## config.mk

```make
export PLATFORM = sky130hd
export DESIGN_NAME = pdsc_top
export DESIGN_NICKNAME = d
export VERILOG_FILES = /design/src/design/pdsc_pkg.sv /design/src/design/pdsc_group.sv /design/src/design/pdsc_rst_sync.sv /design/src/design/pdsc_top.sv
export SDC_FILE = /design/constraint.sdc
export NUM_CORES = 1
export LEC_CHECK = 0
export BUFFER_PORTS_ARGS = -buffer_cell sky130_fd_sc_hd__buf_4
export CAP_MARGIN = 40
export CORE_MARGIN = 1
export CORE_UTILIZATION = 45
export DETAILED_ROUTE_END_ITERATION = 6
export PLACE_DENSITY_LB_ADDON = 0.15
export SLEW_MARGIN = 15
export SYNTH_ARGS = -nofsm -noshare
export SYNTH_HDL_FRONTEND = slang
export SYNTH_SLANG_ARGS = --single-unit
```

## constraint.sdc

```tcl
create_clock -name sys_clk_i -period 14.4 [get_ports sys_clk_i]
set_input_delay 0.72 -clock sys_clk_i [delete_from_list [all_inputs] [get_ports sys_clk_i]]
set_output_delay 0.72 -clock sys_clk_i [all_outputs]
set_load 0.01 [all_outputs]
```

## src/design/pdsc_pkg.sv

```systemverilog
// What this block does
// - Direction switch ON forces output, ignores software
// - Direction switch OFF gives software direction control
// - Forced port starts high if level switch ON
// - Level switch matters only for forced ports
// - Four switches give identifier; ON reads 0
// - Four sections forced independently: A, B, C halves
// - Second group has its own forcing switches
// - Each group has own per-section level switches
// - Software ports start as inputs, level high
package pdsc_pkg;

  // ***************************************************
  // Geometry
  // ***************************************************
  localparam int unsigned GROUP_W   = 24;
  localparam int unsigned SECT_N    = 4;
  // Section index order: port A, port B, port C upper, port C lower
  localparam int unsigned SEC_A     = 0;
  localparam int unsigned SEC_B     = 1;
  localparam int unsigned SEC_CU    = 2;
  localparam int unsigned SEC_CL    = 3;

  // ***************************************************
  // Control word bit positions (1 = input, 0 = output)
  // ***************************************************
  localparam int unsigned CW_A_BIT  = 4;
  localparam int unsigned CW_CU_BIT = 3;
  localparam int unsigned CW_B_BIT  = 1;
  localparam int unsigned CW_CL_BIT = 0;
  localparam logic [7:0]  CW_RESET  = 8'h1b;
  localparam logic [7:0]  CW_MASK   = 8'h1b;

  // ***************************************************
  // Register byte offsets
  // ***************************************************
  localparam logic [4:0] OFF_CTRL_G0 = 5'h00;
  localparam logic [4:0] OFF_CTRL_G1 = 5'h04;
  localparam logic [4:0] OFF_OUT_G0  = 5'h08;
  localparam logic [4:0] OFF_OUT_G1  = 5'h0c;
  localparam logic [4:0] OFF_IN_G0   = 5'h10;
  localparam logic [4:0] OFF_IN_G1   = 5'h14;
  localparam logic [4:0] OFF_STRAP   = 5'h18;
  localparam logic [4:0] OFF_DIR     = 5'h1c;

  // ***************************************************
  // Reset values
  // ***************************************************
  localparam logic [23:0] OUT_RESET   = 24'hffffff;
  localparam logic [3:0]  IDENT_RESET = 4'h0;
  localparam int unsigned RST_STAGES  = 2;

  // Switch settings of one port group, 1 = switch ON
  typedef struct packed {
    logic [3:0] force_out;
    logic [3:0] level;
  } pdsc_strap_t;

  // Pin bit mask of one section within a group
  function automatic logic [23:0] sect_mask(input int unsigned sec);
    logic [23:0] m;
    m = 24'h000000;
    case (sec)
      SEC_A:   m = 24'h0000ff;
      SEC_B:   m = 24'h00ff00;
      SEC_CU:  m = 24'hf00000;
      default: m = 24'h0f0000;
    endcase
    return m;
  endfunction

  // Control word bit that steers one section
  function automatic int unsigned sect_cw_bit(input int unsigned sec);
    int unsigned b;
    b = CW_CL_BIT;
    case (sec)
      SEC_A:   b = CW_A_BIT;
      SEC_B:   b = CW_B_BIT;
      SEC_CU:  b = CW_CU_BIT;
      default: b = CW_CL_BIT;
    endcase
    return b;
  endfunction

endpackage

```

## src/design/pdsc_group.sv

```systemverilog
`timescale 1ns/1ns
module pdsc_group (
  input  wire logic                 clk_i,
  input  wire logic                 rst_n_i,
  input  wire logic                 cap_i,
  input  pdsc_pkg::pdsc_strap_t     strap_i,
  input  wire logic                 ctrl_we_i,
  input  wire logic                 out_we_i,
  input  wire logic [3:0]           be_i,
  input  wire logic [31:0]          wdata_i,
  output logic [7:0]                ctrl_o,
  output logic [23:0]               out_o,
  output logic [23:0]               oe_o,
  output logic [3:0]                dir_o
);

  logic [7:0]  ctrl_q;
  logic [23:0] out_q;
  logic [23:0] oe_q;
  logic [3:0]  dir_q;
  logic [3:0]  dir_d;
  logic [23:0] lvl_d;
  logic [23:0] wmask;

  // Software control word, starts with every section as input
  always_ff @(posedge clk_i or negedge rst_n_i) begin
    if (!rst_n_i) begin
      ctrl_q <= pdsc_pkg::CW_RESET;
    end else if (ctrl_we_i && be_i[0]) begin
      ctrl_q <= wdata_i[7:0] & pdsc_pkg::CW_MASK;
    end
  end

  // Effective direction and catch value per section
  always_comb begin
    dir_d = '0;
    lvl_d = pdsc_pkg::OUT_RESET;
    for (int unsigned s = 0; s < pdsc_pkg::SECT_N; s++) begin
      // Forced sections ignore the control word
      dir_d[s] = strap_i.force_out[s] | ~ctrl_q[pdsc_pkg::sect_cw_bit(s)];
      if (strap_i.force_out[s] && !strap_i.level[s]) begin
        lvl_d = lvl_d & ~pdsc_pkg::sect_mask(s);
      end
    end
  end

  // Byte lanes of the output latch
  always_comb begin
    wmask = {{8{be_i[2]}}, {8{be_i[1]}}, {8{be_i[0]}}};
  end

  // Output latch: preset at capture, then software owned
  always_ff @(posedge clk_i or negedge rst_n_i) begin
    if (!rst_n_i) begin
      out_q <= pdsc_pkg::OUT_RESET;
    end else if (cap_i) begin
      out_q <= lvl_d;
    end else if (out_we_i) begin
      out_q <= (out_q & ~wmask) | (wdata_i[23:0] & wmask);
    end
  end

  // Registered enables so pins come straight from flops
  always_ff @(posedge clk_i or negedge rst_n_i) begin
    if (!rst_n_i) begin
      dir_q <= '0;
      oe_q  <= '0;
    end else begin
      dir_q <= dir_d;
      oe_q  <= {{4{dir_d[pdsc_pkg::SEC_CU]}}, {4{dir_d[pdsc_pkg::SEC_CL]}},
               {8{dir_d[pdsc_pkg::SEC_B]}}, {8{dir_d[pdsc_pkg::SEC_A]}}};
    end
  end

  assign ctrl_o = ctrl_q;
  assign out_o  = out_q;
  assign oe_o   = oe_q;
  assign dir_o  = dir_q;

endmodule

```

## src/design/pdsc_rst_sync.sv

```systemverilog
`timescale 1ns/1ns
module pdsc_rst_sync #(
  parameter int unsigned STAGES = pdsc_pkg::RST_STAGES
) (
  input  wire logic clk_i,
  input  wire logic nrst_i,
  output logic      rst_n_o
);

  logic [STAGES-1:0] sync_q;

  // Assert at once, release after STAGES clean edges
  always_ff @(posedge clk_i or negedge nrst_i) begin
    if (!nrst_i) begin
      sync_q <= '0;
    end else begin
      sync_q <= {sync_q[STAGES-2:0], 1'b1};
    end
  end

  assign rst_n_o = sync_q[STAGES-1];

endmodule

```

## src/design/pdsc_top.sv

```systemverilog
// Design decisions made here: register access over Avalon-MM and the register offsets.
`timescale 1ns/1ns
module pdsc_top #(
  parameter int unsigned GROUPS = 2
) (
  input  wire logic               sys_clk_i,
  input  wire logic               nrst_i,
  input  wire logic [4:0]         avs_address_i,
  input  wire logic               avs_read_i,
  input  wire logic               avs_write_i,
  input  wire logic [31:0]        avs_writedata_i,
  input  wire logic [3:0]         avs_byteenable_i,
  output logic [31:0]             avs_readdata_o,
  output logic                    avs_waitrequest_o,
  input  wire logic [3:0]         direction_force_switch_group0_i,
  input  wire logic [3:0]         direction_force_switch_group1_i,
  input  wire logic [3:0]         output_level_switch_group0_i,
  input  wire logic [3:0]         output_level_switch_group1_i,
  input  wire logic [3:0]         board_ident_switch_i,
  input  wire logic [47:0]        field_pins_i,
  output logic [47:0]             field_pins_o,
  output logic [47:0]             field_pins_oe_o,
  output logic [3:0]              board_ident_o
);

  // ***************************************************
  // Reset and switch capture
  // ***************************************************
  logic                  rst_n;
  logic                  cap_q;
  logic                  preset_q;
  logic [3:0]            ident_q;
  pdsc_pkg::pdsc_strap_t strap_q [2];

  pdsc_rst_sync #(
    .STAGES (pdsc_pkg::RST_STAGES)
  ) u_rst (
    .clk_i   (sys_clk_i),
    .nrst_i  (nrst_i),
    .rst_n_o (rst_n)
  );

  // One capture pulse on the first edge after reset release
  always_ff @(posedge sys_clk_i or negedge rst_n) begin
    if (!rst_n) begin
      cap_q <= 1'b1;
    end else begin
      cap_q <= 1'b0;
    end
  end

  // Output latch preset one edge later, once the held switches are valid
  always_ff @(posedge sys_clk_i or negedge rst_n) begin
    if (!rst_n) begin
      preset_q <= 1'b0;
    end else begin
      preset_q <= cap_q;
    end
  end

  // Switch levels held from capture until the next reset
  always_ff @(posedge sys_clk_i or negedge rst_n) begin
    if (!rst_n) begin
      strap_q[0] <= '0;
      strap_q[1] <= '0;
      ident_q    <= pdsc_pkg::IDENT_RESET;
    end else if (cap_q) begin
      strap_q[0] <= {direction_force_switch_group0_i, output_level_switch_group0_i};
      strap_q[1] <= {direction_force_switch_group1_i, output_level_switch_group1_i};
      ident_q    <= ~board_ident_switch_i;
    end
  end

  // ***************************************************
  // Avalon-MM slave, one wait cycle per access
  // ***************************************************
  logic        wait_q;
  logic [31:0] rdata_q;
  logic        acc;
  logic        commit;
  logic [31:0] rdata_d;
  logic [7:0]  ctrl    [2];
  logic [23:0] outv    [2];
  logic [23:0] oev     [2];
  logic [3:0]  dirv    [2];
  logic [47:0] pins_q;

  assign acc    = avs_read_i | avs_write_i;
  assign commit = acc & ~wait_q;

  // Waitrequest drops for one cycle after the request is seen
  always_ff @(posedge sys_clk_i or negedge rst_n) begin
    if (!rst_n) begin
      wait_q <= 1'b1;
    end else begin
      wait_q <= ~(acc & wait_q);
    end
  end

  // Pin sampling for read-back
  always_ff @(posedge sys_clk_i or negedge rst_n) begin
    if (!rst_n) begin
      pins_q <= '0;
    end else begin
      pins_q <= field_pins_i;
    end
  end

  // Read mux, unmapped offsets read zero
  always_comb begin
    rdata_d = 32'h00000000;
    case (avs_address_i)
      pdsc_pkg::OFF_CTRL_G0: rdata_d = {24'h000000, ctrl[0]};
      pdsc_pkg::OFF_CTRL_G1: rdata_d = {24'h000000, ctrl[1]};
      pdsc_pkg::OFF_OUT_G0:  rdata_d = {8'h00, outv[0]};
      pdsc_pkg::OFF_OUT_G1:  rdata_d = {8'h00, outv[1]};
      pdsc_pkg::OFF_IN_G0:   rdata_d = {8'h00, pins_q[23:0]};
      pdsc_pkg::OFF_IN_G1:   rdata_d = {8'h00, pins_q[47:24]};
      pdsc_pkg::OFF_STRAP:   rdata_d = {12'h000, strap_q[1], strap_q[0], ident_q};
      pdsc_pkg::OFF_DIR:     rdata_d = {24'h000000, dirv[1], dirv[0]};
      default:               rdata_d = 32'h00000000;
    endcase
  end

  // Read data latched while waitrequest is high
  always_ff @(posedge sys_clk_i or negedge rst_n) begin
    if (!rst_n) begin
      rdata_q <= 32'h00000000;
    end else if (avs_read_i && wait_q) begin
      rdata_q <= rdata_d;
    end
  end

  // ***************************************************
  // Port groups
  // ***************************************************
  for (genvar g = 0; g < GROUPS; g++) begin : g_grp
    logic ctrl_we;
    logic out_we;
    assign ctrl_we = commit & avs_write_i &
                     (avs_address_i == (g == 0 ? pdsc_pkg::OFF_CTRL_G0
                                               : pdsc_pkg::OFF_CTRL_G1));
    assign out_we  = commit & avs_write_i &
                     (avs_address_i == (g == 0 ? pdsc_pkg::OFF_OUT_G0
                                               : pdsc_pkg::OFF_OUT_G1));
    pdsc_group u_grp (
      .clk_i     (sys_clk_i),
      .rst_n_i   (rst_n),
      .cap_i     (preset_q),
      .strap_i   (strap_q[g]),
      .ctrl_we_i (ctrl_we),
      .out_we_i  (out_we),
      .be_i      (avs_byteenable_i),
      .wdata_i   (avs_writedata_i),
      .ctrl_o    (ctrl[g]),
      .out_o     (outv[g]),
      .oe_o      (oev[g]),
      .dir_o     (dirv[g])
    );
  end

  // ***************************************************
  // Outputs, all from flops
  // ***************************************************
  assign avs_waitrequest_o = wait_q;
  assign avs_readdata_o    = rdata_q;
  assign field_pins_o      = {outv[1], outv[0]};
  assign field_pins_oe_o   = {oev[1], oev[0]};
  assign board_ident_o     = ident_q;

endmodule

```

==> metrics.txt <==
HPWL Detailed 14.58 mm; asr flop ratio synth 1.000; first-pass GRT wire length 30.26 mm; setup_tns 0 ns; Synth-to-Final Area Change 31.65%; H-tree depth 4; EDFF count, synth 0; TritonCTS clock tree done; register area share after synthesis 0.5821; max-slew violations 0; Least-Margin Pin Slew 0.8834 ns; Crit. End Element flip-flop; Max VDD drop 0.08522 mV; worst-skew pair later-pin latency 0.43 ns; Worst Setup EP avs_readdata_o[15]$_DFFE_PN0P_; Ys Warns 0; placed cell count 1014; P_sw 290.6 uW; Non-Filler Instances 1046; CTS Buf Count 17; critical-path maximum fanout 36; Clock Path Buffers 2; layout cell share with drive strength beyond 1 0.4335; Req. time, crit path 14.73 ns; Total Routing Usage GR 0.2527; FF/Latch Area 0.004105 mm2; # nets final 935; Total Wirelength 19.92 mm; Max Fclk 374.6 MHz; Reg clk slew, reported paths 0.06 ns; row cnt 45; core footprint 0.01526 mm2; initial antenna violation count 0; final setup vio count 0; Worst Path Buf+Inv 3; drt wl/cell 19.04 um; share of the synthesized area in the top cell type 0.3658; Avg Cell Area, Syn 11.10 um2; Post-CTS Setup Bufs 0; FF-to-FF Start avs_waitrequest_o$_DFF_PN1_; Initial DRC Count 468; synthesized area 0.007046 mm2; largest net degree at the start of global routing 62; GP Congestion 0.7994; Final Util 0.6079; DIE AREA 0.01616 mm2; CP Depth 7; Antenna Cells 0; area of the multi-input gates 0.002392 mm2; Root Buffer Master clkbuf_16; #FFs+latches synth 161; CP cell instances buf_4, nor3b_2, buf_6, and2_1, buf_8, a221oi_1, o221ai_1; Synth cell types 47; Period minus WS final 2.670 ns; Max Cap Violations 0; RSZ-0062 raised after global routing false; Buffers on Ports 228; worst setup path start avs_address_i[3]; reg2reg end avs_readdata_o[15]$_DFFE_PN0P_; via density per instance 5.299; Reg2Reg Setup Slack 12.19 ns; combinational power share 0.140; sequential share of power 0.463; crit-path max cell delay 0.62 ns; Hold Buf Count CTS 0; Die H 127.1 um; Final Cycle Share 0.1854; pwr dens 124.3 mW/mm2; Slew HR 0.4079; vias in the first global route 5391; cell family with most CP delay simple AND/OR/NAND/NOR gates; Synth Instances 635; Sink Count 161; Sw Ratio 0.2520; post_cts resized 0; Int Pwr 862.5 uW; Clock power frac 0.397; final-layout fill cell count 1277; Main synth FF type dfrtp_1; Fin Clk Skew 0.008758 ns; Synth area leader dfrtp_1; crit path DAT 3.00 ns; Antenna Violating Nets Remaining 0; r2r worst-path depth 5; routed vias 5543; startpoint types primary input; DRC viols 0; static leakage 4.169 nW; drt first pass iters 5; run status finished clean; Slowest cell on crit path nor3b_2; main area contributors after synthesis dfrtp_1 37%, dfstp_2 22%, buf_4 5.5%, a21oi_1 5.5%, o21ai_0 4.5%; die outline width 127.1 um; Final Hold Viols 0; io pins 246; Hold Crit Class in2async; grt total ovfl 0; Initial Util 0.4617; crit path kind in2reg
==> worst register-to-register path, cell delays in order, from the launching register on <==
cell	delay (ns)
dfstp_2	0.58
nand2_1	0.06
buf_4	0.26
nor3_2	0.72
nand2_1	0.24
o221ai_1	0.26
==> Yosys cell counts (all sizes together), types with 2 or more instances <==
master  instances
a211oi          3
a221oi          9
a21boi          8
o21ai          69
nor4            2
dfstp          58
and3b           3
buf            71
a21oi          77
conb            2
inv            10
dfrtp         103
a32o            7
and2            3
mux2           22
a31oi           6
mux2i          26
clkbuf         13
and3            5
nand2          76
nor2b           8
o22ai           5
nor4b           2
o221ai          3
nand2b          8
nor3b           3
a222oi         10
nor2           14
==> routing by layer <==
layer,up-vias,part of all wire,GRT usage
li1,2567,-,-
met1,2702,0.43,0.3387
met2,245,0.48,0.4011
met3,29,0.066,0.06156
met4,0,0.023,0.09174
met5,-,0,0
==> worst min-delay path by stage <==
stage / start / endpoint / slack [ns]
finish: nrst_i / u_rst.sync_q[1]$_DFF_PN0_ / 0.06
global route: nrst_i / u_rst.sync_q[1]$_DFF_PN0_ / 0.04
CTS: nrst_i / u_rst.sync_q[1]$_DFF_PN0_ / 0.05
detailed placement: u_rst.sync_q[1]$_DFF_PN0_ / pins_q[0]$_DFF_PN0_ / 0.32
global placement: u_rst.sync_q[0]$_DFF_PN0_ / u_rst.sync_q[1]$_DFF_PN0_ / 0.34
floorplan: u_rst.sync_q[0]$_DFF_PN0_ / u_rst.sync_q[1]$_DFF_PN0_ / 0.33
==> cell type report <==
type / count / area share
Sequential cell: 161 / 0.4426
Multi-Input combinational cell: 388 / 0.2579
Clock buffer: 22 / 0.05005
Clock inverter: 10 / 0.01470
Timing Repair Buffer: 244 / 0.2022
Inverter: 10 / 0.004047
Tap cell: 211 / 0.02846
==> stage by stage <==
stage	hold slack, ns	setup slack, ns	power (mW)	area, um2
floorplan	0.3312	9.683	0.6155	7076
global placement	0.3389	10.88	0.6942	8548
detailed placement	0.3173	11.32	0.7025	8675
CTS	0.04878	11.76	1.161	9275
global route	0.04249	11.61	1.200	9275
finish	0.06415	11.73	1.153	9275
==> kinds of logic (layout without fill, tap and decap cells) <==
group / Yosys count / after routing / share of synthesized area
muxes: 49 / 49 / 0.07530
AOI/OAI and AO/OA: 198 / 198 / 0.1684
buffers and inverters: 94 / 286 / 0.08258
and+or+nand+nor: 131 / 131 / 0.09057
other: 2 / 10 / 0.001066
DFF: 161 / 161 / 0.5821
==> placed cells by master (no fill, tap or decap), types with 6 or more instances in the layout <==
| cell type | Yosys | routed |
|---|---|---|
| buf_4 | 52 | 240 |
| dfrtp_1 | 103 | 102 |
| a21oi_1 | 77 | 77 |
| nand2_1 | 76 | 76 |
| o21ai_0 | 63 | 63 |
| dfstp_2 | 58 | 58 |
| mux2i_1 | 26 | 26 |
| mux2_2 | 22 | 22 |
| clkbuf_16 | 0 | 17 |
| nor2_1 | 14 | 14 |
| inv_1 | 10 | 10 |
| a222oi_1 | 10 | 10 |
| conb_1 | 2 | 10 |
| a221oi_1 | 9 | 9 |
| nand2b_1 | 8 | 8 |
| nor2b_1 | 8 | 8 |
| a32o_1 | 7 | 7 |
| o21ai_1 | 6 | 6 |
==> power by group through the flow <==
stage	registers (mW)	clock network, mW	logic (mW)
after floorplan	0.545	0	0.0707
after global placement	0.539	0	0.156
after detailed placement	0.541	0	0.162
after CTS	0.533	0.465	0.163
after global routing	0.538	0.486	0.176
final	0.534	0.458	0.162
No activity file was read; power rests on OpenSTA's default activity.
